===== src/rtl/msp_defs.svh =====
`ifndef MSP_DEFS_SVH
`define MSP_DEFS_SVH
// Timing
`define MSP_CLK_HZ 250000000
`define MSP_BIT_RATE_HZ 31250
`define MSP_BIT_CYCLES (`MSP_CLK_HZ / `MSP_BIT_RATE_HZ)
// Buffers
`define MSP_FIFO_AW 4
`define MSP_FIFO_DEPTH 5'h10
`define MSP_BUF_DEPTH 5'h01
// Register byte offsets
`define MSP_OFF_DATA 12'h000
`define MSP_OFF_STATCMD 12'h004
`define MSP_OFF_CTRL 12'h008
`define MSP_EXT_WINDOW 3
// Control fields
`define MSP_CTL_LOOP 0
`define MSP_CTL_ECHO 1
`define MSP_CTL_PTFIFO 2
`define MSP_CTL_PTTX 4
`define MSP_CTL_RESET 8'h00
// Status fields
`define MSP_ST_RXEMPTY 7
`define MSP_ST_TXFULL 6
`define MSP_ST_RXFULL 5
`define MSP_ST_OVR 3
`define MSP_ST_TXEMPTY 2
`define MSP_ST_MODE 0
// Commands and answers
`define MSP_CMD_UART 8'h3F
`define MSP_CMD_RESET 8'hFF
`define MSP_CMD_ID_AB 8'hAB
`define MSP_CMD_ID_AC 8'hAC
`define MSP_CMD_ID_AD 8'hAD
`define MSP_CMD_ID_AF 8'hAF
`define MSP_CMD_ID_A0 5'h14
`define MSP_ACK 8'hFE
`define MSP_ID_DATA_A0 8'h00
`define MSP_ID_DATA_AC 8'h15
`define MSP_ID_DATA_AD 8'h01
`define MSP_ID_DATA_AF 8'h64
`endif


===== src/rtl/msp_pkg.sv =====
`include "msp_defs.svh"
package msp_pkg;
    typedef enum logic {MSP_PASS, MSP_UART} msp_mode_t;
    typedef enum logic [2:0] {MSP_TX_IDLE, MSP_TX_LOAD, MSP_TX_START, MSP_TX_DATA,
        MSP_TX_STOP} msp_tx_t;
    typedef enum logic [1:0] {MSP_RX_IDLE, MSP_RX_START, MSP_RX_DATA, MSP_RX_STOP} msp_rx_t;
    typedef struct packed {
        msp_mode_t mode;
        logic [7:0] ctrl;
        logic ovr;
        logic rx_block;
        logic cmd_pend;
        logic [7:0] cmd_byte;
        logic [1:0] resp_cnt;
        logic [7:0] resp0;
        logic [7:0] resp1;
        logic [3:0] rxf_wp;
        logic [3:0] rxf_rp;
        logic [4:0] rxf_cnt;
        logic [3:0] txf_wp;
        logic [3:0] txf_rp;
        logic [4:0] txf_cnt;
        msp_tx_t tx_st;
        logic [15:0] tx_cnt;
        logic [2:0] tx_bit;
        logic [7:0] tx_sh;
        logic tx_line;
        msp_rx_t rx_st;
        logic [15:0] rx_cnt;
        logic [2:0] rx_bit;
        logic [7:0] rx_sh;
        logic [2:0] rx_sync;
        logic rx_level;
        logic pin;
        logic wait_done;
        logic [31:0] prdata;
    } msp_state_t;
endpackage


===== src/rtl/msp_mem.sv =====
`timescale 1ns/10ps
module msp_mem #(
    parameter int WIDTH = 8,
    parameter int AW = 4
) (
    input wire logic pclk,
    input wire logic wr_en,
    input wire logic [AW-1:0] wr_addr,
    input wire logic [WIDTH-1:0] wr_data,
    input wire logic [AW-1:0] rd_addr,
    output logic [WIDTH-1:0] rd_data
);
    typedef struct packed {
        logic [(1<<AW)-1:0][WIDTH-1:0] cells;
        logic [WIDTH-1:0] rdata;
    } msp_mem_st_t;
    msp_mem_st_t mem_reg;
    msp_mem_st_t mem_next;

    // Read data registered; a fresh write shows one edge later
    always_comb
    begin
        mem_next = mem_reg;
        mem_next.rdata = mem_reg.cells[rd_addr];
        if (wr_en)
        begin
            mem_next.cells[wr_addr] = wr_data;
        end
    end

    // Contents carry no reset, as in a real RAM
    always_ff @(posedge pclk)
    begin
        mem_reg <= mem_next;
    end

    assign rd_data = mem_reg.rdata;
endmodule


===== src/rtl/msp_port.sv =====
`timescale 1ns/10ps
// Functional notes
// RULE_01: Fixed 31.25 kbit/s rate both directions
// RULE_02: Frame is start, eight data, stop
// RULE_03: Legacy functions in two-word register window
// RULE_04: Control register only with three-word window
// RULE_05: Command register write decoded as command
// RULE_06: Two modes, pass-through by default
// RULE_07: Transmitter serialises bytes from transmit buffer
// RULE_08: Receiver assembles bytes into receive buffer
// RULE_09: High input line is idle
// RULE_10: Control register selects signal routing
// RULE_11: FIFOs decouple bus from serial engine
// RULE_12: Bus unit serves all register accesses
// RULE_13: Idle high, start low, LSB first
// RULE_14: Centre sampling, unconfirmed start discarded
// RULE_15: Pass-through transmit off until control bit4
// RULE_16: Pass-through commands queue acknowledge bytes
// RULE_17: UART mode: only FFh acts, resets port
// RULE_18: Sixteen-byte receive FIFO drops when full
module msp_port
    import msp_pkg::*;
#(
    parameter int unsigned BIT_CYCLES = `MSP_BIT_CYCLES,
    parameter int unsigned ADDR_WINDOW = `MSP_EXT_WINDOW
) (
    input wire logic pclk,
    input wire logic presetn,
    input wire logic psel,
    input wire logic penable,
    input wire logic pwrite,
    input wire logic [11:0] paddr,
    input wire logic [31:0] pwdata,
    input wire logic [3:0] pstrb,
    output logic [31:0] prdata,
    output logic pready,
    output logic pslverr,
    input wire logic serial_in_pin,
    output logic serial_out_pin,
    output logic uart_mode
);
    localparam logic [15:0] BIT_LAST = 16'(BIT_CYCLES - 1);
    localparam logic [15:0] BIT_HALF = 16'(BIT_CYCLES / 2 - 1);
    localparam bit EXT_OK = (ADDR_WINDOW >= `MSP_EXT_WINDOW);

    function automatic msp_state_t init_st();
        msp_state_t t;
        t = '0;
        t.mode = MSP_PASS;
        t.ctrl = `MSP_CTL_RESET;
        t.tx_st = MSP_TX_IDLE;
        t.rx_st = MSP_RX_IDLE;
        t.tx_line = 1'b1;
        t.rx_level = 1'b1;
        t.rx_sync = 3'h7;
        t.pin = 1'b1;
        return t;
    endfunction
    localparam msp_state_t ST_INIT = init_st();

    msp_state_t s_reg;
    msp_state_t s_next;
    logic [7:0] rx_rdata;
    logic [7:0] tx_rdata;
    logic rx_we;
    logic [7:0] rx_wdata;
    logic tx_we;
    logic access;
    logic hit;
    logic done;
    logic wr_data;
    logic wr_cmd;
    logic wr_ctrl;
    logic rd_data;
    logic rd_stat;
    logic rx_fifo_on;
    logic tx_fifo_on;
    logic rx_full;
    logic tx_full;
    logic tx_accept;
    logic rx_src;
    logic rx_push;
    logic rx_pop;
    logic ovr_set;
    logic exec;
    logic [7:0] status;

    // Receive and transmit storage
    msp_mem #(.WIDTH(8), .AW(`MSP_FIFO_AW)) rx_mem (
        .pclk(pclk),
        .wr_en(rx_we),
        .wr_addr(s_reg.rxf_wp),
        .wr_data(rx_wdata),
        .rd_addr(s_reg.rxf_rp),
        .rd_data(rx_rdata)
    );
    msp_mem #(.WIDTH(8), .AW(`MSP_FIFO_AW)) tx_mem (
        .pclk(pclk),
        .wr_en(tx_we),
        .wr_addr(s_reg.txf_wp),
        .wr_data(pwdata[7:0]),
        .rd_addr(s_reg.txf_rp),
        .rd_data(tx_rdata)
    );

    // RULE_12: bus unit decode
    always_comb
    begin
        access = psel && penable;
        // RULE_03 RULE_04: window decode
        hit = (paddr == `MSP_OFF_DATA) || (paddr == `MSP_OFF_STATCMD)
            || (EXT_OK && paddr == `MSP_OFF_CTRL);
        done = access && s_reg.wait_done;
        pready = done;
        pslverr = done && !hit;
        wr_data = done && pwrite && pstrb[0] && paddr == `MSP_OFF_DATA;
        wr_cmd = done && pwrite && pstrb[0] && paddr == `MSP_OFF_STATCMD;
        wr_ctrl = done && pwrite && pstrb[0] && EXT_OK && paddr == `MSP_OFF_CTRL;
        rd_data = done && !pwrite && paddr == `MSP_OFF_DATA;
        rd_stat = done && !pwrite && paddr == `MSP_OFF_STATCMD;
    end

    always_comb
    begin
        s_next = s_reg;
        rx_push = 1'b0;
        rx_we = 1'b0;
        rx_wdata = s_reg.rx_sh;
        tx_we = 1'b0;
        // RULE_11: FIFO depth per mode
        rx_fifo_on = s_reg.mode == MSP_UART || s_reg.ctrl[`MSP_CTL_PTFIFO];
        tx_fifo_on = s_reg.mode == MSP_UART;
        rx_full = s_reg.rxf_cnt >= (rx_fifo_on ? `MSP_FIFO_DEPTH : `MSP_BUF_DEPTH);
        tx_full = s_reg.txf_cnt >= (tx_fifo_on ? `MSP_FIFO_DEPTH : `MSP_BUF_DEPTH);
        // RULE_15: pass-through transmit gate
        tx_accept = s_reg.mode == MSP_UART || s_reg.ctrl[`MSP_CTL_PTTX];
        status = {s_reg.rxf_cnt == 5'h00, tx_full, rx_fifo_on && rx_full, 1'b0, s_reg.ovr,
            tx_fifo_on && s_reg.txf_cnt == 5'h00, 1'b0, s_reg.mode == MSP_UART};

        // Data captured in the first access cycle, so fresh writes have settled
        if (access && !s_reg.wait_done)
        begin
            s_next.wait_done = 1'b1;
            s_next.prdata = 32'h0000_0000;
            if (paddr == `MSP_OFF_DATA)
            begin
                s_next.prdata[7:0] = rx_rdata;
            end
            else if (paddr == `MSP_OFF_STATCMD)
            begin
                s_next.prdata[7:0] = status;
            end
            else if (EXT_OK && paddr == `MSP_OFF_CTRL)
            begin
                s_next.prdata[7:0] = s_reg.ctrl;
            end
        end
        if (done)
        begin
            s_next.wait_done = 1'b0;
        end
        // RULE_10: control register write
        if (wr_ctrl)
        begin
            s_next.ctrl = pwdata[7:0];
        end
        // RULE_05: command latched, runs when engine idle
        if (wr_cmd)
        begin
            s_next.cmd_pend = 1'b1;
            s_next.cmd_byte = pwdata[7:0];
        end

        // Pin synchroniser; a change counts once stages two and three agree
        s_next.rx_sync = {s_reg.rx_sync[1:0], serial_in_pin};
        if (s_reg.rx_sync[1] == s_reg.rx_sync[2])
        begin
            s_next.rx_level = s_reg.rx_sync[2];
        end
        // RULE_10: loopback and echo routing
        rx_src = s_reg.ctrl[`MSP_CTL_LOOP] ? s_reg.tx_line : s_reg.rx_level;
        s_next.pin = s_reg.ctrl[`MSP_CTL_ECHO] ? s_reg.rx_level : s_reg.tx_line;

        // RULE_08: receive engine
        case (s_reg.rx_st)
            MSP_RX_IDLE:
            begin
                // RULE_09: high line stays idle
                if (!rx_src)
                begin
                    s_next.rx_st = MSP_RX_START;
                    s_next.rx_cnt = BIT_HALF;
                end
            end
            MSP_RX_START:
            begin
                if (s_reg.rx_cnt != 16'h0000)
                begin
                    s_next.rx_cnt = s_reg.rx_cnt - 16'h0001;
                end
                // RULE_14: start confirmed at its centre
                else if (!rx_src)
                begin
                    s_next.rx_st = MSP_RX_DATA;
                    s_next.rx_cnt = BIT_LAST;
                    s_next.rx_bit = 3'h0;
                end
                else
                begin
                    s_next.rx_st = MSP_RX_IDLE;
                end
            end
            MSP_RX_DATA:
            begin
                if (s_reg.rx_cnt != 16'h0000)
                begin
                    s_next.rx_cnt = s_reg.rx_cnt - 16'h0001;
                end
                else
                begin
                    // RULE_02: eight data bits, LSB first
                    s_next.rx_sh = {rx_src, s_reg.rx_sh[7:1]};
                    s_next.rx_bit = s_reg.rx_bit + 3'h1;
                    s_next.rx_cnt = BIT_LAST;
                    if (s_reg.rx_bit == 3'h7)
                    begin
                        s_next.rx_st = MSP_RX_STOP;
                    end
                end
            end
            default:
            begin
                if (s_reg.rx_cnt != 16'h0000)
                begin
                    s_next.rx_cnt = s_reg.rx_cnt - 16'h0001;
                end
                else
                begin
                    // Bad stop bit is a framing error; byte dropped
                    s_next.rx_st = MSP_RX_IDLE;
                    rx_push = rx_src && !s_reg.rx_block;
                end
            end
        endcase

        // RULE_07: transmit engine, RULE_01: fixed bit period
        case (s_reg.tx_st)
            MSP_TX_IDLE:
            begin
                if (s_reg.txf_cnt != 5'h00)
                begin
                    s_next.tx_st = MSP_TX_LOAD;
                end
            end
            MSP_TX_LOAD:
            begin
                // RULE_13: start bit low
                s_next.tx_sh = tx_rdata;
                s_next.txf_rp = s_reg.txf_rp + 4'h1;
                s_next.tx_line = 1'b0;
                s_next.tx_cnt = BIT_LAST;
                s_next.tx_st = MSP_TX_START;
            end
            MSP_TX_START, MSP_TX_DATA:
            begin
                if (s_reg.tx_cnt != 16'h0000)
                begin
                    s_next.tx_cnt = s_reg.tx_cnt - 16'h0001;
                end
                else if (s_reg.tx_st == MSP_TX_START)
                begin
                    s_next.tx_st = MSP_TX_DATA;
                    s_next.tx_line = s_reg.tx_sh[0];
                    s_next.tx_bit = 3'h0;
                    s_next.tx_cnt = BIT_LAST;
                end
                // RULE_13: stop bit high after eighth bit
                else if (s_reg.tx_bit == 3'h7)
                begin
                    s_next.tx_st = MSP_TX_STOP;
                    s_next.tx_line = 1'b1;
                    s_next.tx_cnt = BIT_LAST;
                end
                else
                begin
                    s_next.tx_sh = {1'b0, s_reg.tx_sh[7:1]};
                    s_next.tx_line = s_reg.tx_sh[1];
                    s_next.tx_bit = s_reg.tx_bit + 3'h1;
                    s_next.tx_cnt = BIT_LAST;
                end
            end
            default:
            begin
                if (s_reg.tx_cnt != 16'h0000)
                begin
                    s_next.tx_cnt = s_reg.tx_cnt - 16'h0001;
                end
                else
                begin
                    s_next.tx_st = MSP_TX_IDLE;
                end
            end
        endcase

        // RULE_18: full receive buffer keeps old bytes
        ovr_set = rx_push && rx_full;
        if (rx_push && !rx_full)
        begin
            rx_we = 1'b1;
        end
        else if (!rx_push && s_reg.resp_cnt != 2'h0 && !rx_full)
        begin
            // RULE_16: answers wait for room, serial data first
            rx_we = 1'b1;
            rx_wdata = s_reg.resp0;
            s_next.resp0 = s_reg.resp1;
            s_next.resp_cnt = s_reg.resp_cnt - 2'h1;
        end
        rx_pop = rd_data && s_reg.rxf_cnt != 5'h00;
        s_next.rxf_wp = s_reg.rxf_wp + 4'(rx_we);
        s_next.rxf_rp = s_reg.rxf_rp + 4'(rx_pop);
        s_next.rxf_cnt = s_reg.rxf_cnt + 5'(rx_we) - 5'(rx_pop);
        if (rd_data)
        begin
            s_next.rx_block = 1'b0;
        end
        // Overrun set wins over the read clear
        s_next.ovr = (s_reg.ovr && !(rd_stat && s_reg.prdata[`MSP_ST_OVR])) || ovr_set;
        // RULE_15: data writes ignored while transmit disabled
        tx_we = wr_data && tx_accept && !tx_full;
        s_next.txf_wp = s_reg.txf_wp + 4'(tx_we);
        s_next.txf_cnt = s_reg.txf_cnt + 5'(tx_we) - 5'(s_reg.tx_st == MSP_TX_LOAD);

        // Commands wait until no byte is in flight
        exec = s_reg.cmd_pend && s_reg.tx_st == MSP_TX_IDLE && s_reg.rx_st == MSP_RX_IDLE
            && s_reg.resp_cnt == 2'h0;
        if (exec)
        begin
            // A command written in this cycle stays pending
            s_next.cmd_pend = wr_cmd;
            if (s_reg.cmd_byte == `MSP_CMD_RESET)
            begin
                // RULE_17: port back to initial state
                s_next.mode = MSP_PASS;
                s_next.ctrl = `MSP_CTL_RESET;
                s_next.ovr = 1'b0;
                s_next.rx_block = 1'b0;
                s_next.rxf_wp = 4'h0;
                s_next.rxf_rp = 4'h0;
                s_next.rxf_cnt = 5'h00;
                s_next.txf_wp = 4'h0;
                s_next.txf_rp = 4'h0;
                s_next.txf_cnt = 5'h00;
            end
            // RULE_16: pass-through answers
            if (s_reg.mode == MSP_PASS)
            begin
                s_next.resp_cnt = 2'h2;
                s_next.resp0 = `MSP_ACK;
                s_next.resp1 = `MSP_ID_DATA_A0;
                case (s_reg.cmd_byte)
                    `MSP_CMD_UART:
                    begin
                        // RULE_06: UART entry; buffer lost without FIFO
                        s_next.mode = MSP_UART;
                        s_next.resp_cnt = 2'h1;
                        s_next.rx_block = 1'b1;
                        if (!s_reg.ctrl[`MSP_CTL_PTFIFO])
                        begin
                            s_next.rxf_wp = 4'h0;
                            s_next.rxf_rp = 4'h0;
                            s_next.rxf_cnt = 5'h00;
                        end
                    end
                    `MSP_CMD_ID_AB:
                    begin
                        s_next.resp1 = `MSP_ID_DATA_A0;
                    end
                    `MSP_CMD_ID_AC:
                    begin
                        s_next.resp1 = `MSP_ID_DATA_AC;
                    end
                    `MSP_CMD_ID_AD:
                    begin
                        s_next.resp1 = `MSP_ID_DATA_AD;
                    end
                    `MSP_CMD_ID_AF:
                    begin
                        s_next.resp1 = `MSP_ID_DATA_AF;
                    end
                    default:
                    begin
                        if (s_reg.cmd_byte[7:3] != `MSP_CMD_ID_A0)
                        begin
                            s_next.resp_cnt = 2'h1;
                        end
                    end
                endcase
            end
        end
    end

    // RULE_06: reset lands in pass-through
    always_ff @(posedge pclk or negedge presetn)
    begin
        if (!presetn)
        begin
            s_reg <= ST_INIT;
        end
        else
        begin
            s_reg <= s_next;
        end
    end

    assign prdata = s_reg.prdata;
    assign serial_out_pin = s_reg.pin;
    assign uart_mode = s_reg.mode == MSP_UART;

    logic [15:0] start_len;
    always_ff @(posedge pclk or negedge presetn)
    begin
        if (!presetn)
        begin
            start_len <= 16'h0000;
        end
        else
        begin
            start_len <= (s_reg.tx_st == MSP_TX_START) ? start_len + 16'h0001 : 16'h0000;
        end
    end
endmodule


===== config.mk =====
export PLATFORM = sky130hd
export DESIGN_NAME = msp_port
export DESIGN_NICKNAME = d
export VERILOG_FILES = /design/src/rtl/msp_pkg.sv /design/src/rtl/msp_mem.sv /design/src/rtl/msp_port.sv
export VERILOG_INCLUDE_DIRS = /design/src /design/src/rtl
export SDC_FILE = /design/constraint.sdc
export NUM_CORES = 1
export LEC_CHECK = 0
export ABC_AREA = 1
export BUFFER_PORTS_ARGS = -buffer_cell sky130_fd_sc_hd__buf_2
export CAP_MARGIN = 0
export CORE_UTILIZATION = 30
export DETAILED_ROUTE_END_ITERATION = 7
export GPL_TIMING_DRIVEN = 0
export SLEW_MARGIN = 10
export SYNTH_ARGS = -nofsm -noshare
export SYNTH_HDL_FRONTEND = slang
export SYNTH_SLANG_ARGS = --single-unit
export TNS_END_PERCENT = 10

===== constraint.sdc =====
create_clock -name pclk -period 3.2 [get_ports pclk]
set_clock_uncertainty 0.05 [all_clocks]
set_input_delay 0.32 -clock pclk [delete_from_list [all_inputs] [get_ports pclk]]
set_output_delay 0.32 -clock pclk [all_outputs]
set_load 0.01 [all_outputs]

# Word-level counts from Yosys, hierarchy flattened
# Index checks and enable logic that the tools add are counted.
[op_classes]
bitwise_logic = 4
order_cmp = 8
eq_ne = 31
n_mux = 74
n_addsub = 13
n_reduce_logical = 72
[op_table]
columns = ["operator", "count"]
rows = [
  ["bitwise mux 128 bit", 2],
  ["two-way mux 8 bit", 11],
  ["two-way mux 16 bit", 5],
  ["binary-select mux 8 bit (select 4 bit)", 2],
  ["demux 8 bit (select 4 bit)", 2],
  ["case mux 18 bit (3 select lines)", 1],
  ["case mux 16 bit (3 select lines)", 1],
  ["two-way mux 11 bit", 4],
  ["two-way mux 44 bit", 1],
  ["equality test 8 bit (second input constant)", 5],
  ["two-way mux 33 bit", 1],
  ["nonzero test 16 bit", 2],
  ["subtractor 16 x 1 -> 16 bit (second input constant)", 2],
  ["two-way mux 31 bit", 1],
  ["logical AND 1 bit", 29],
  ["two-way mux 13 bit", 2],
  ["two-way mux 26 bit", 1],
  ["two-way mux 22 bit", 1],
  ["case mux 7 bit (3 select lines)", 1],
  ["less-than comparator 4 x 5 -> 1 bit (second input constant)", 4],
  ["two-way mux 10 bit", 2],
  ["two-way mux 19 bit", 1],
  ["two-way mux 18 bit", 1],
  ["two-way mux 9 bit", 2],
  ["49 further kinds", 118],
]
[word_totals]
inputBits = 54
ff_bits = 410
word_cells = 265

# Longest topological paths before layout
# Gate-level depths: netlist of the first run.
[logic_depth]
word_depth = 16
mapped_depth = 19

# By module
# From an unflattened synthesis of the first run, not the netlist that was laid out.
[unflattened]
cells_unflattened = 2143
area_unflattened_um2 = 19626.3
[modules_own_cells]
columns = ["mod", "cells_per_inst", "n_inst", "area_per_inst_um2"]
rows = [
  ["msp_mem", 560, 2, 5833.1],
  ["msp_port", 1023, 1, 7960.1],
]

# Worst setup path before layout of the first run
# Ideal clock, no wire load.
[synth_path]
kind = "register -> register"
from = "register s_reg, in the netlist uart_mode"
to = "register s_reg[115] (netlist name)"
period_less_slack_ps = 2961
n_path_buf = 0
path_slack_ps = 239
arrival_time_ps = 2792
stages_incl_launch_ff = 18
t_required_ps = 3030
setup_ps = 120
cell_sequence = "dfrtp_1 > nor2_1 > ha_1 > nand3_1 > nand3_1 > nand2_2 > inv_1 > a21oi_4 > inv_1 > ha_1 > inv_1 > ha_1 > fa_1 > nand2_1 > a21oi_1 > nor2_1 > xor2_1 > nor2_1"
[synth_rtl]
columns = ["item", "line", "text"]
rows = [
  ["from (decl)", "msp_port.sv:61", "msp_state_t s_reg;"],
  ["from (signal assigned)", "msp_port.sv:412", "s_reg <= s_next;"],
]

==> results of run 1 <==
-- per-layer routing --
layer	GRT usage (%)	wire length [um]	vias up
li1	-	-	6383
met1	19.4	19900	6402
met2	24.9	22000	384
met3	2.29	2740	79
met4	4.20	1120	0
met5	0	0	-
-- cells in the final DEF (no fill, tap or decap), types with 42 or more instances in the layout --
master     count
buf_2         60
clkbuf_16     42
dfrtp_1      127
edfxtp_1     256
inv_1        161
nand2_1      315
nand3_1      113
nor2_1       311
o211ai_1      49
o21ai_0      175
-- where the power goes --
group,switching (W),internal [W],leakage [nW]
Combinational,0.000446,0.000250,3.66
Sequential,0.0000760,0.00573,3.98
Clock,0.00207,0.00279,0.670
Total,0.00260,0.00877,8.32
-- cell families after synthesis --
| group | synth area share, % |
|---|---|
| AND/OR/NAND/NOR | 17.9 |
| flip-flops | 62.0 |
| AO/OA/AOI/OAI | 9.46 |
| buffers and inverters | 6.38 |
| adder cells (fa/ha/maj) | 2.93 |
| XOR/XNOR | 0.955 |
| multiplexers | 0.382 |
| other | 0.0204 |
-- per-stage QoR --
step                      instances  area, um^2
final                          2764       21200
after global routing           2764       21200
after CTS                      2760       21100
after detailed placement       2681       19700
after global placement         2678       19600
after floorplan                1858       18400
-- worst max-delay path by stage --
stage                                    end  cells past startpoint  slack [ps]
final                             s_reg[102]                     16         170
after detailed placement          s_reg[115]                     17        -130
after CTS                         s_reg[102]                     16          10
after global placement    rx_mem.mem_reg[49]                      8        -790
after global routing              s_reg[102]                     16          -2
after floorplan                   s_reg[115]                     17         240
-- worst register-to-register path, delay by kind of cell (launching register included) --
kind	cells	cell delay [ps]
AO/OA/AOI/OAI	4	470
flip-flops	1	430
buffers and inverters	3	250
AND/OR/NAND/NOR	5	580
adder cells (fa/ha/maj)	4	1130
-- layout make-up --
class	instances	area share, %
sequential	406	53.7
timing repair buffer	49	1.48
clock inverter	19	1.08
multi-input combinational	1186	28.1
tap	782	4.62
clock buffer	56	5.40
buffer	97	2.53
inverter	169	3.00
-- timing repair --
item / CTS / global route
endpoints found under the hold margin: 67 / 0
endpoints found under the setup margin: 2 / 18
hold buffers: 3 / 0
gates resized for setup: 3 / 8
pin swaps: 1 / 3
buffers inserted: 1 / 4
==> impl_metrics.csv, run 1 <==
group,metric,value,unit
timing,fmax,330,MHz
yosys,synthArstFlopShare,33.0,%
hold_path,holdPathEnd,"s_reg[32]",
pwr,p_leak,8.32,nW
timing,hold_viol,0,
yosys,yosysTopAreaCellShare,41.9,%
grt,overflow,0,
layout,drive_gt1_share,10.7,%
routing,drcViolationCount,0,
routing,viasPerCell,4.79,
layout,diodes,0,
place,preCtsSetupSlack,-134,ps
flow_run,cap_violations,0,
layout,fillCellCount,6036,
critical_path,path_delay_family,"adder cells",
critical_path,crit_buf_inv,3,
timing,rsz0062_at_grt,"yes",
yosys,synth_warnings,0,
clocking,cts_sinks,406,
critical_path,critical_path_required,3590,ps
critical_path,cp_slowest_cell,"dfrtp_2",
clocking,cts_made_buffers,41,
clocking,htree_levels,2,
floorplanning,fp.dieArea,62200,um^2
yosys,yosysMostFrequentCell,"nand2_1",
timing,slew_viol_final,0,
grt,antenna_found_initial,0,
layout,nNetsFinal,2045,
critical_path,path_class,"register to register",
critical_path,cp_cell_sequence,"inv_1, ha_1, nand3_1, nand4_1, nand2_1, nand3_1, nor2_4, inv_1, ha_1, inv_1, ha_1, fa_1, a21oi_1, o21bai_1, o21ai_0, a21oi_1",
routing,drtAntennaViolNets,0,
critical_path,crit_arrival,3410,ps
critical_path,regToRegEndpoint,"s_reg[102]",
grt,grt_pass1_wl,72.2,mm
critical_path,crit_path_start_kind,"register",
timing,fin_ws,173,ps
routing,drtIter0Drc,1085,
yosys,yosysSeqAreaShare,62.0,%
clocking,cts_tree,"done",
place,io_buffers,38,
layout,final_core_utilization,35.1,%
yosys,yosys-top-cells-area,"edfxtp_1 (42%), dfrtp_1 (17%), nand2_1 (6.5%), nor2_1 (6.4%), o21ai_0 (4.9%)",
critical_path,critPathLaunch,"uart_mode",
routing,first_pass_iters,5,
pwr,totalPowerFinal,0.0114,W
critical_path,critical_path.max_fanout,6,
timing,fin_hold_ws,56.0,ps
clocking,clk_pin_slew,60,ps
hold_path,hold_class,"primary input to register",
routing,num_vias,13200,
floorplanning,core_area,60400,um^2
timing,worstMarginPinSlew,1300,ps
floorplanning,die_x,249,um
timing,setup_violations,0,
critical_path,cp-end-kind,"register",
yosys,synth-edff-count,256,
grt,grt_pass1_vias,13000,
timing,fin_crit_sh,94.6,%
critical_path,r2r_start,"uart_mode",
status,status,"finished clean",
yosys,syn_area_per_cell,10.0,um^2
floorplanning,fp-row-count,90,
layout,area_delta_synth_final,15.3,%
clocking,cts_buffer_depth,3,
layout,multi_input_area,5960,um^2
place,dp_hpwl,31.8,mm
yosys,synth_cell_types,47,
yosys,yosys-top-cells-count,"nand2_1 (316), nor2_1 (313), edfxtp_1 (256), o21ai_0 (178), inv_1 (163)",
timing,period_minus_slack,3030,ps
yosys,yosys.area.top_type,"edfxtp_1",
hold_path,hp-start,"psel",
clocking,cts_root_buf,"clkbuf_16",
routing,wl,45.8,mm
clocking,insertion_delay,570,ps
routing,wl_per_cell,16.6,um
yosys,syn-cell-area,18400,um^2
timing,setup_tns,0,ps
grt,grtUsageTotal,14.7,%
critical_path,rr_worst_depth,16,
floorplanning,initial_core_util,30.4,%
yosys,ys_ff_latch,406,
floorplanning,pin_count,90,
critical_path,cpPeakStageDelay,430,ps
layout,regArea,11400,um^2
yosys,synth_flop_cell,"edfxtp_1",
hold_path,min_delay_path_depth,4,
grt,grt_max_degree,72,
floorplanning,die_h,249,um
pwr,ir_drop,0.339,mV
yosys,syn_inst,1835,
timing,max_slew_margin,12.9,%
place,gp_congestion,0.889,
pwr,power_density,537,nW/um^2
critical_path,r2r_slack,170,ps
(Power assumes the default switching activity.)
==> run 2, diff against run 1 <==
--- a/config.mk
+++ b/config.mk
@@ -6,7 +6,6 @@
 export SDC_FILE = /design/constraint.sdc
 export NUM_CORES = 1
 export LEC_CHECK = 0
-export ABC_AREA = 1
 export BUFFER_PORTS_ARGS = -buffer_cell sky130_fd_sc_hd__buf_2
 export CAP_MARGIN = 0
 export CORE_UTILIZATION = 30
==> impl_metrics.csv, run 2 <==
group,metric,value,unit
pwr,p_int,0.00857,W
layout,fillCellCount,5455,
clocking,clk_pin_slew,60,ps
yosys,syn_inst,1253,
floorplanning,pin_count,90,
critical_path,path_delay_family,"adder cells",
critical_path,rr_worst_depth,14,
timing,fmax,294,MHz
critical_path,crit_buf_inv,2,
flow_run,cap_violations,0,
yosys,synth_flop_cell,"edfxtp_1",
critical_path,critical_path_required,3630,ps
timing,setup_violations,2,
critical_path,critical_path.max_fanout,4,
pwr,switchingPower,0.00228,W
yosys,ys_ff_latch,406,
critical_path,cp_cell_sequence,"buf_8, nor2_4, ha_1, and3b_2, o41ai_4, nand2_2, ha_4, inv_1, ha_2, fa_2, a21oi_2, nor2_2, or3_4, a21oi_2",
critical_path,crit_path_start_kind,"register",
critical_path,cp_slowest_cell,"o41ai_4",
layout,diodes,0,
yosys,synthArstFlopShare,33.0,%
pwr,pwr-share-clk,45.9,%
timing,period_minus_slack,3400,ps
status,failed_checks,"setup timing",
critical_path,crit_arrival,3830,ps
routing,drtAntennaViolNets,0,
timing,hold_viol,0,
routing,wl_per_cell,18.2,um
yosys,yosys-top-cells-area,"edfxtp_1 (43%), dfrtp_1 (18%), mux4_2 (7.9%), ha_1 (2.8%), mux2i_1 (2.4%)",
timing,rsz0062_at_grt,"yes",
yosys,yosys.area.top_type,"edfxtp_1",
routing,num_vias,10600,
grt,grt_max_degree,84,
clocking,cts_made_buffers,41,
layout,area_delta_synth_final,18.3,%
layout,multi_input_area,6150,um^2
yosys,yosysMostFrequentCell,"edfxtp_1",
timing,fin_hold_ws,52.4,ps
place,gp_congestion,0.794,
pwr,swShare,21.0,%
floorplanning,core_area,58000,um^2
yosys,yosys-top-cells-count,"edfxtp_1 (256), dfrtp_1 (128), nor2_1 (97), nand2_1 (69), mux4_2 (62)",
timing,max_slew_margin,40.0,%
clocking,insertion_delay,560,ps
hold_path,hp-start,"penable",
critical_path,path_common_cell,"a21oi_2",
yosys,synth_warnings,0,
floorplanning,die_h,245,um
pwr,p_leak,7.53,nW
critical_path,critPathLaunch,"uart_mode",
layout,final_cell_area,21000,um^2
timing,worstMarginPinSlew,901,ps
clocking,cts_buffer_depth,3,
routing,dr.max_layer_used,"met5",
routing,first_pass_iters,5,
timing,fin_ws,-203,ps
floorplanning,fp-row-count,88,
yosys,syn_area_per_cell,14.1,um^2
place,io_buffers,37,
clocking,cts_tree,"done",
pwr,power_density,518,nW/um^2
layout,final_cell_mix,"edfxtp_1 (256), dfrtp_1 (126), nor2_1 (85)",
critical_path,r2r_start,"uart_mode",
floorplanning,fp.dieArea,60000,um^2
yosys,synth-edff-count,256,
grt,antenna_found_initial,4,
timing,slew_viol_final,0,
grt,grt_pass1_vias,10600,
layout,mostFrequentLayoutCell,"edfxtp_1",
yosys,yosysSeqAreaShare,64.1,%
critical_path,cp.depth,14,
pwr,ir_drop,0.391,mV
place,dp_hpwl,26.8,mm
routing,wl_met3,2.33,mm
hold_path,min_delay_path_depth,4,
pwr,pwr-share-comb,2.6,%
hold_path,hold_class,"primary input to register",
layout,regArea,11400,um^2
pwr,totalPowerFinal,0.0109,W
routing,viasPerCell,4.86,
routing,drtIter0Drc,578,
grt,grt_pass1_wl,62.0,mm
routing,drcViolationCount,0,
clocking,cts_sinks,406,
routing,dr_wl_met2,18.8,mm
routing,wl,39.6,mm
floorplanning,die_x,245,um
yosys,synth_cell_types,67,
clocking,cts_root_buf,"clkbuf_16",
floorplanning,initial_core_util,30.5,%
clocking,htree_levels,2,
critical_path,cpPeakStageDelay,460,ps
critical_path,path_class,"register to register",
yosys,syn-cell-area,17700,um^2
pwr,power_frac_seq,51.6,%
status,status,"finished with violations",
grt,grtUsageTotal,13.3,%
place,post_dp_cell_area,19100,um^2
yosys,yosysTopAreaCellShare,43.4,%
timing,fin_crit_sh,106,%
layout,drive_gt1_share,23.7,%
grt,overflow,0,
routing,wl_met1,17.6,mm
critical_path,cp-end-kind,"register",
layout,nNetsFinal,1478,
run 2: logic make-up after synthesis:
kind of cell,synth area share [%]
other cells,0.0212
simple gates,9.52
flops,64.1
compound gates,6.23
fa+ha+maj,3.04
buf+inv,3.49
mux,12.2
xor+xnor,1.33
run 2: cell type report:
class	instances	area share [%]
Buffer	93	2.42
Sequential cell	406	54.2
Clock inverter	26	1.36
Tap cell	765	4.56
Multi-Input combinational cell	740	29.3
Clock buffer	50	5.29
Inverter	37	0.728
Timing Repair Buffer	64	2.07
run 2: what timing repair did:
item                                    CTS  global route
endpoints found under the hold margin    52             0
endpoints found under the setup margin  325           213
cloned                                    0             0
hold buffers                              2             0
setup buffers                            15             5
resized for setup                        26            41
pin swaps                                13             9
run 2: worst paths after layout:
kind | endpoint | slack, ps
hold / removal | s_reg[32] | 50
max in group asynchronous | s_reg[98] | 2070
setup / recovery | s_reg[115] | -200
min in group asynchronous | s_reg[102] | 240
hold reg to reg | s_next[37] | 300
setup reg to reg | s_reg[115] | -200
run 2: power groups by stage:
stage / Combinational (W) / Sequential (W) / Clock, W
6_report: 0.000278 / 0.00559 / 0.00498
3_3_place_gp: 0.000243 / 0.00570 / 0
3_5_place_dp: 0.000254 / 0.00570 / 0
5_1_grt: 0.000313 / 0.00560 / 0.00530
4_1_cts: 0.000259 / 0.00559 / 0.00508
2_1_floorplan: 0.000139 / 0.00570 / 0
run 2: metal layers:
layer,global-route usage [%],vias to the layer above
met1,18.0,5391
met3,3.14,61
li1,-,4915
met4,3.73,4
met5,0,-
met2,21.1,224
run 2: worst min-delay path, cell delays in order:
cell     delay, ps
buf_2          130
nand2_1         70
nand2_1         50
nand2_1         50
run 2: metrics by stage:
stage,utilization [%],setup TNS [ps],instances,setup slack [ps]
finish,36.1,-287,2181,-203
floorplan,-,-310,1276,-162
global route,36.1,-3010,2181,-292
CTS,35.8,-243,2176,-113
detailed placement,33.0,-121520,2083,-907
global placement,32.8,-170020,2078,-1210
==> run 3, diff against run 2 <==
--- a/config.mk
+++ b/config.mk
@@ -6,11 +6,14 @@
 export SDC_FILE = /design/constraint.sdc
 export NUM_CORES = 1
 export LEC_CHECK = 0
+export ABC_AREA = 1
 export BUFFER_PORTS_ARGS = -buffer_cell sky130_fd_sc_hd__buf_2
 export CAP_MARGIN = 0
+export CORE_ASPECT_RATIO = 1.25
 export CORE_UTILIZATION = 30
 export DETAILED_ROUTE_END_ITERATION = 7
 export GPL_TIMING_DRIVEN = 0
+export PLACE_DENSITY = 0.48
 export SLEW_MARGIN = 10
 export SYNTH_ARGS = -nofsm -noshare
 export SYNTH_HDL_FRONTEND = slang
==> impl_metrics.csv, run 3 (same netlist as run 1, synthesis figures left out) <==
group,metric,value,unit
layout,final_cell_area,21300,um^2
layout,drive_gt1_share,11.3,%
place,dp_hpwl,34.4,mm
timing,worstMarginPinSlew,905,ps
layout,mostFrequentLayoutCell,"nand2_1",
critical_path,regToRegEndpoint,"s_reg[115]",
flow_run,cap_violations,0,
pwr,p_leak,8.42,nW
routing,viasPerCell,4.73,
layout,diodes,0,
critical_path,path_class,"register to register",
routing,num_vias,13100,
routing,wl_per_cell,17.6,um
routing,wl_met3,1.95,mm
hold_path,hold_class,"primary input to register",
status,status,"finished clean",
critical_path,cp-endpoint,"s_reg[115]",
grt,overflow,0,
place,io_buffers,38,
clocking,cts_root_buf,"clkbuf_16",
critical_path,critical_path.max_fanout,4,
critical_path,r2r_start,"uart_mode",
timing,period_minus_slack,2970,ps
routing,dr.max_layer_used,"met4",
timing,slew_viol_final,0,
clocking,htree_levels,2,
timing,hold_viol,0,
clocking,clk_pin_slew,60,ps
routing,drtIter0Drc,805,
routing,dr_wl_met2,25.1,mm
timing,fin_crit_sh,92.8,%
grt,grtUsageTotal,15.9,%
hold_path,hp-start,"paddr[2]",
floorplanning,fp.dieArea,62200,um^2
layout,final_core_utilization,35.2,%
floorplanning,initial_core_util,30.3,%
floorplanning,pin_count,90,
routing,wl_met1,19.9,mm
pwr,power_density,548,nW/um^2
timing,setup_tns,0,ps
timing,max_slew_margin,39.5,%
routing,drcViolationCount,0,
layout,area_delta_synth_final,16.3,%
critical_path,rr_worst_depth,17,
critical_path,crit_arrival,3390,ps
critical_path,cp-end-kind,"register",
place,gp_congestion,0.841,
floorplanning,die_x,223,um
clocking,insertion_delay,580,ps
floorplanning,fp-row-count,101,
grt,grt_pass1_vias,13100,
critical_path,critPathLaunch,"uart_mode",
layout,final_cell_mix,"nand2_1 (316), nor2_1 (311), edfxtp_1 (256)",
clocking,cts_made_buffers,46,
routing,drtAntennaViolNets,0,
timing,fmax,337,MHz
timing,setup_violations,0,
clocking,cts_sinks,406,
grt,grt_pass1_wl,75.3,mm
floorplanning,core_area,60700,um^2
place,placed_cells,2675,
critical_path,critical_path_required,3620,ps
pwr,ir_drop,0.462,mV
place,post_dp_cell_area,19700,um^2
clocking,cts_tree,"done",
clocking,cts_buffer_depth,3,
timing,rsz0062_at_grt,"yes",
critical_path,crit_path_start_kind,"register",
routing,wl,48.7,mm
grt,antenna_found_initial,1,
layout,layout.cells.non_filler,2770,
grt,grt_max_degree,98,
floorplanning,die_h,279,um
routing,first_pass_iters,5,
layout,nNetsFinal,2057,
critical_path,r2r_slack,230,ps
[run 3: cell count changes in the layout (fill, tap and decap cells not counted), moves of 15 or more]
| cell | change |
|---|---|
| inv_1 | +127 |
| nand3_1 | +92 |
| nand2_1 | +248 |
| nor2b_1 | -19 |
| mux4_2 | -62 |
| mux2_2 | -26 |
| o21ai_0 | +124 |
| nor2_1 | +226 |
| nor3_1 | -15 |
| a21oi_1 | -19 |
| buf_2 | +18 |
| o211ai_1 | +43 |
| mux2i_1 | -36 |
[run 3: per-layer routing]
| layer | vias up | track usage [%] |
|---|---|---|
| met4 | 0 | 6.10 |
| li1 | 6409 | - |
| met3 | 79 | 2.40 |
| met1 | 6308 | 18.7 |
| met5 | - | 0 |
| met2 | 300 | 28.7 |
[run 3: timing repair]
action | CTS | global route
endpoints found under the setup margin | 2 | 2
cloned | 0 | 0
hold buffers | 4 | 0
hold endpoints to repair | 40 | 0
setup buffers | 1 | 6
gates resized for setup | 2 | 9
pin swaps | 0 | 3
[run 3: final cells by class]
class	count	area [um^2]
fill	6175	39300
sequential	406	11400
multi-input combinational	1186	5950
clock buffer	60	1250
tap	772	966
inverter	169	634
buffer	97	536
timing repair buffer	56	399
clock inverter	24	221
[run 3: metrics by stage]
| stage | setup WS, ps | hold slack, ps | power [W] |
|---|---|---|---|
| floorplan | 239 | -25.6 | 0.00633 |
| global placement | -1200 | 312 | 0.00657 |
| detailed placement | -223 | 178 | 0.00662 |
| CTS | 1.58 | 73.9 | 0.0118 |
| global route | -11.4 | 91.8 | 0.0121 |
| finish | 230 | 104 | 0.0117 |
[run 3: worst min-delay path by stage]
stage                     depth (start not counted)    endpoint  slack (ps)
after global routing                              4   prdata[4]          90
final                                             4   prdata[4]         100
after detailed placement                          1  s_reg[104]         180
after floorplan                                   0   prdata[0]         -30
after CTS                                         4   prdata[4]          70
after global placement                            0   s_reg[37]         310
[run 3: worst max-delay path: stages (launching register included)]
cell,delay (ps)
dfrtp_2,450
nor2_4,140
ha_1,240
nand3_1,80
nand3_1,110
nand2_2,120
inv_1,70
a21oi_4,120
inv_1,50
ha_1,260
inv_1,40
ha_1,190
fa_1,400
nand2_1,110
a21oi_1,70
nor2_1,140
xor2_1,170
nor2_1,60
[run 3: power breakdown]
part	switching, W	total, W	internal (W)	leakage (nW)
clock network	0.00216	0.00517	0.00301	0.728
registers	0.0000745	0.00580	0.00573	3.98
logic	0.000452	0.000712	0.000261	3.71
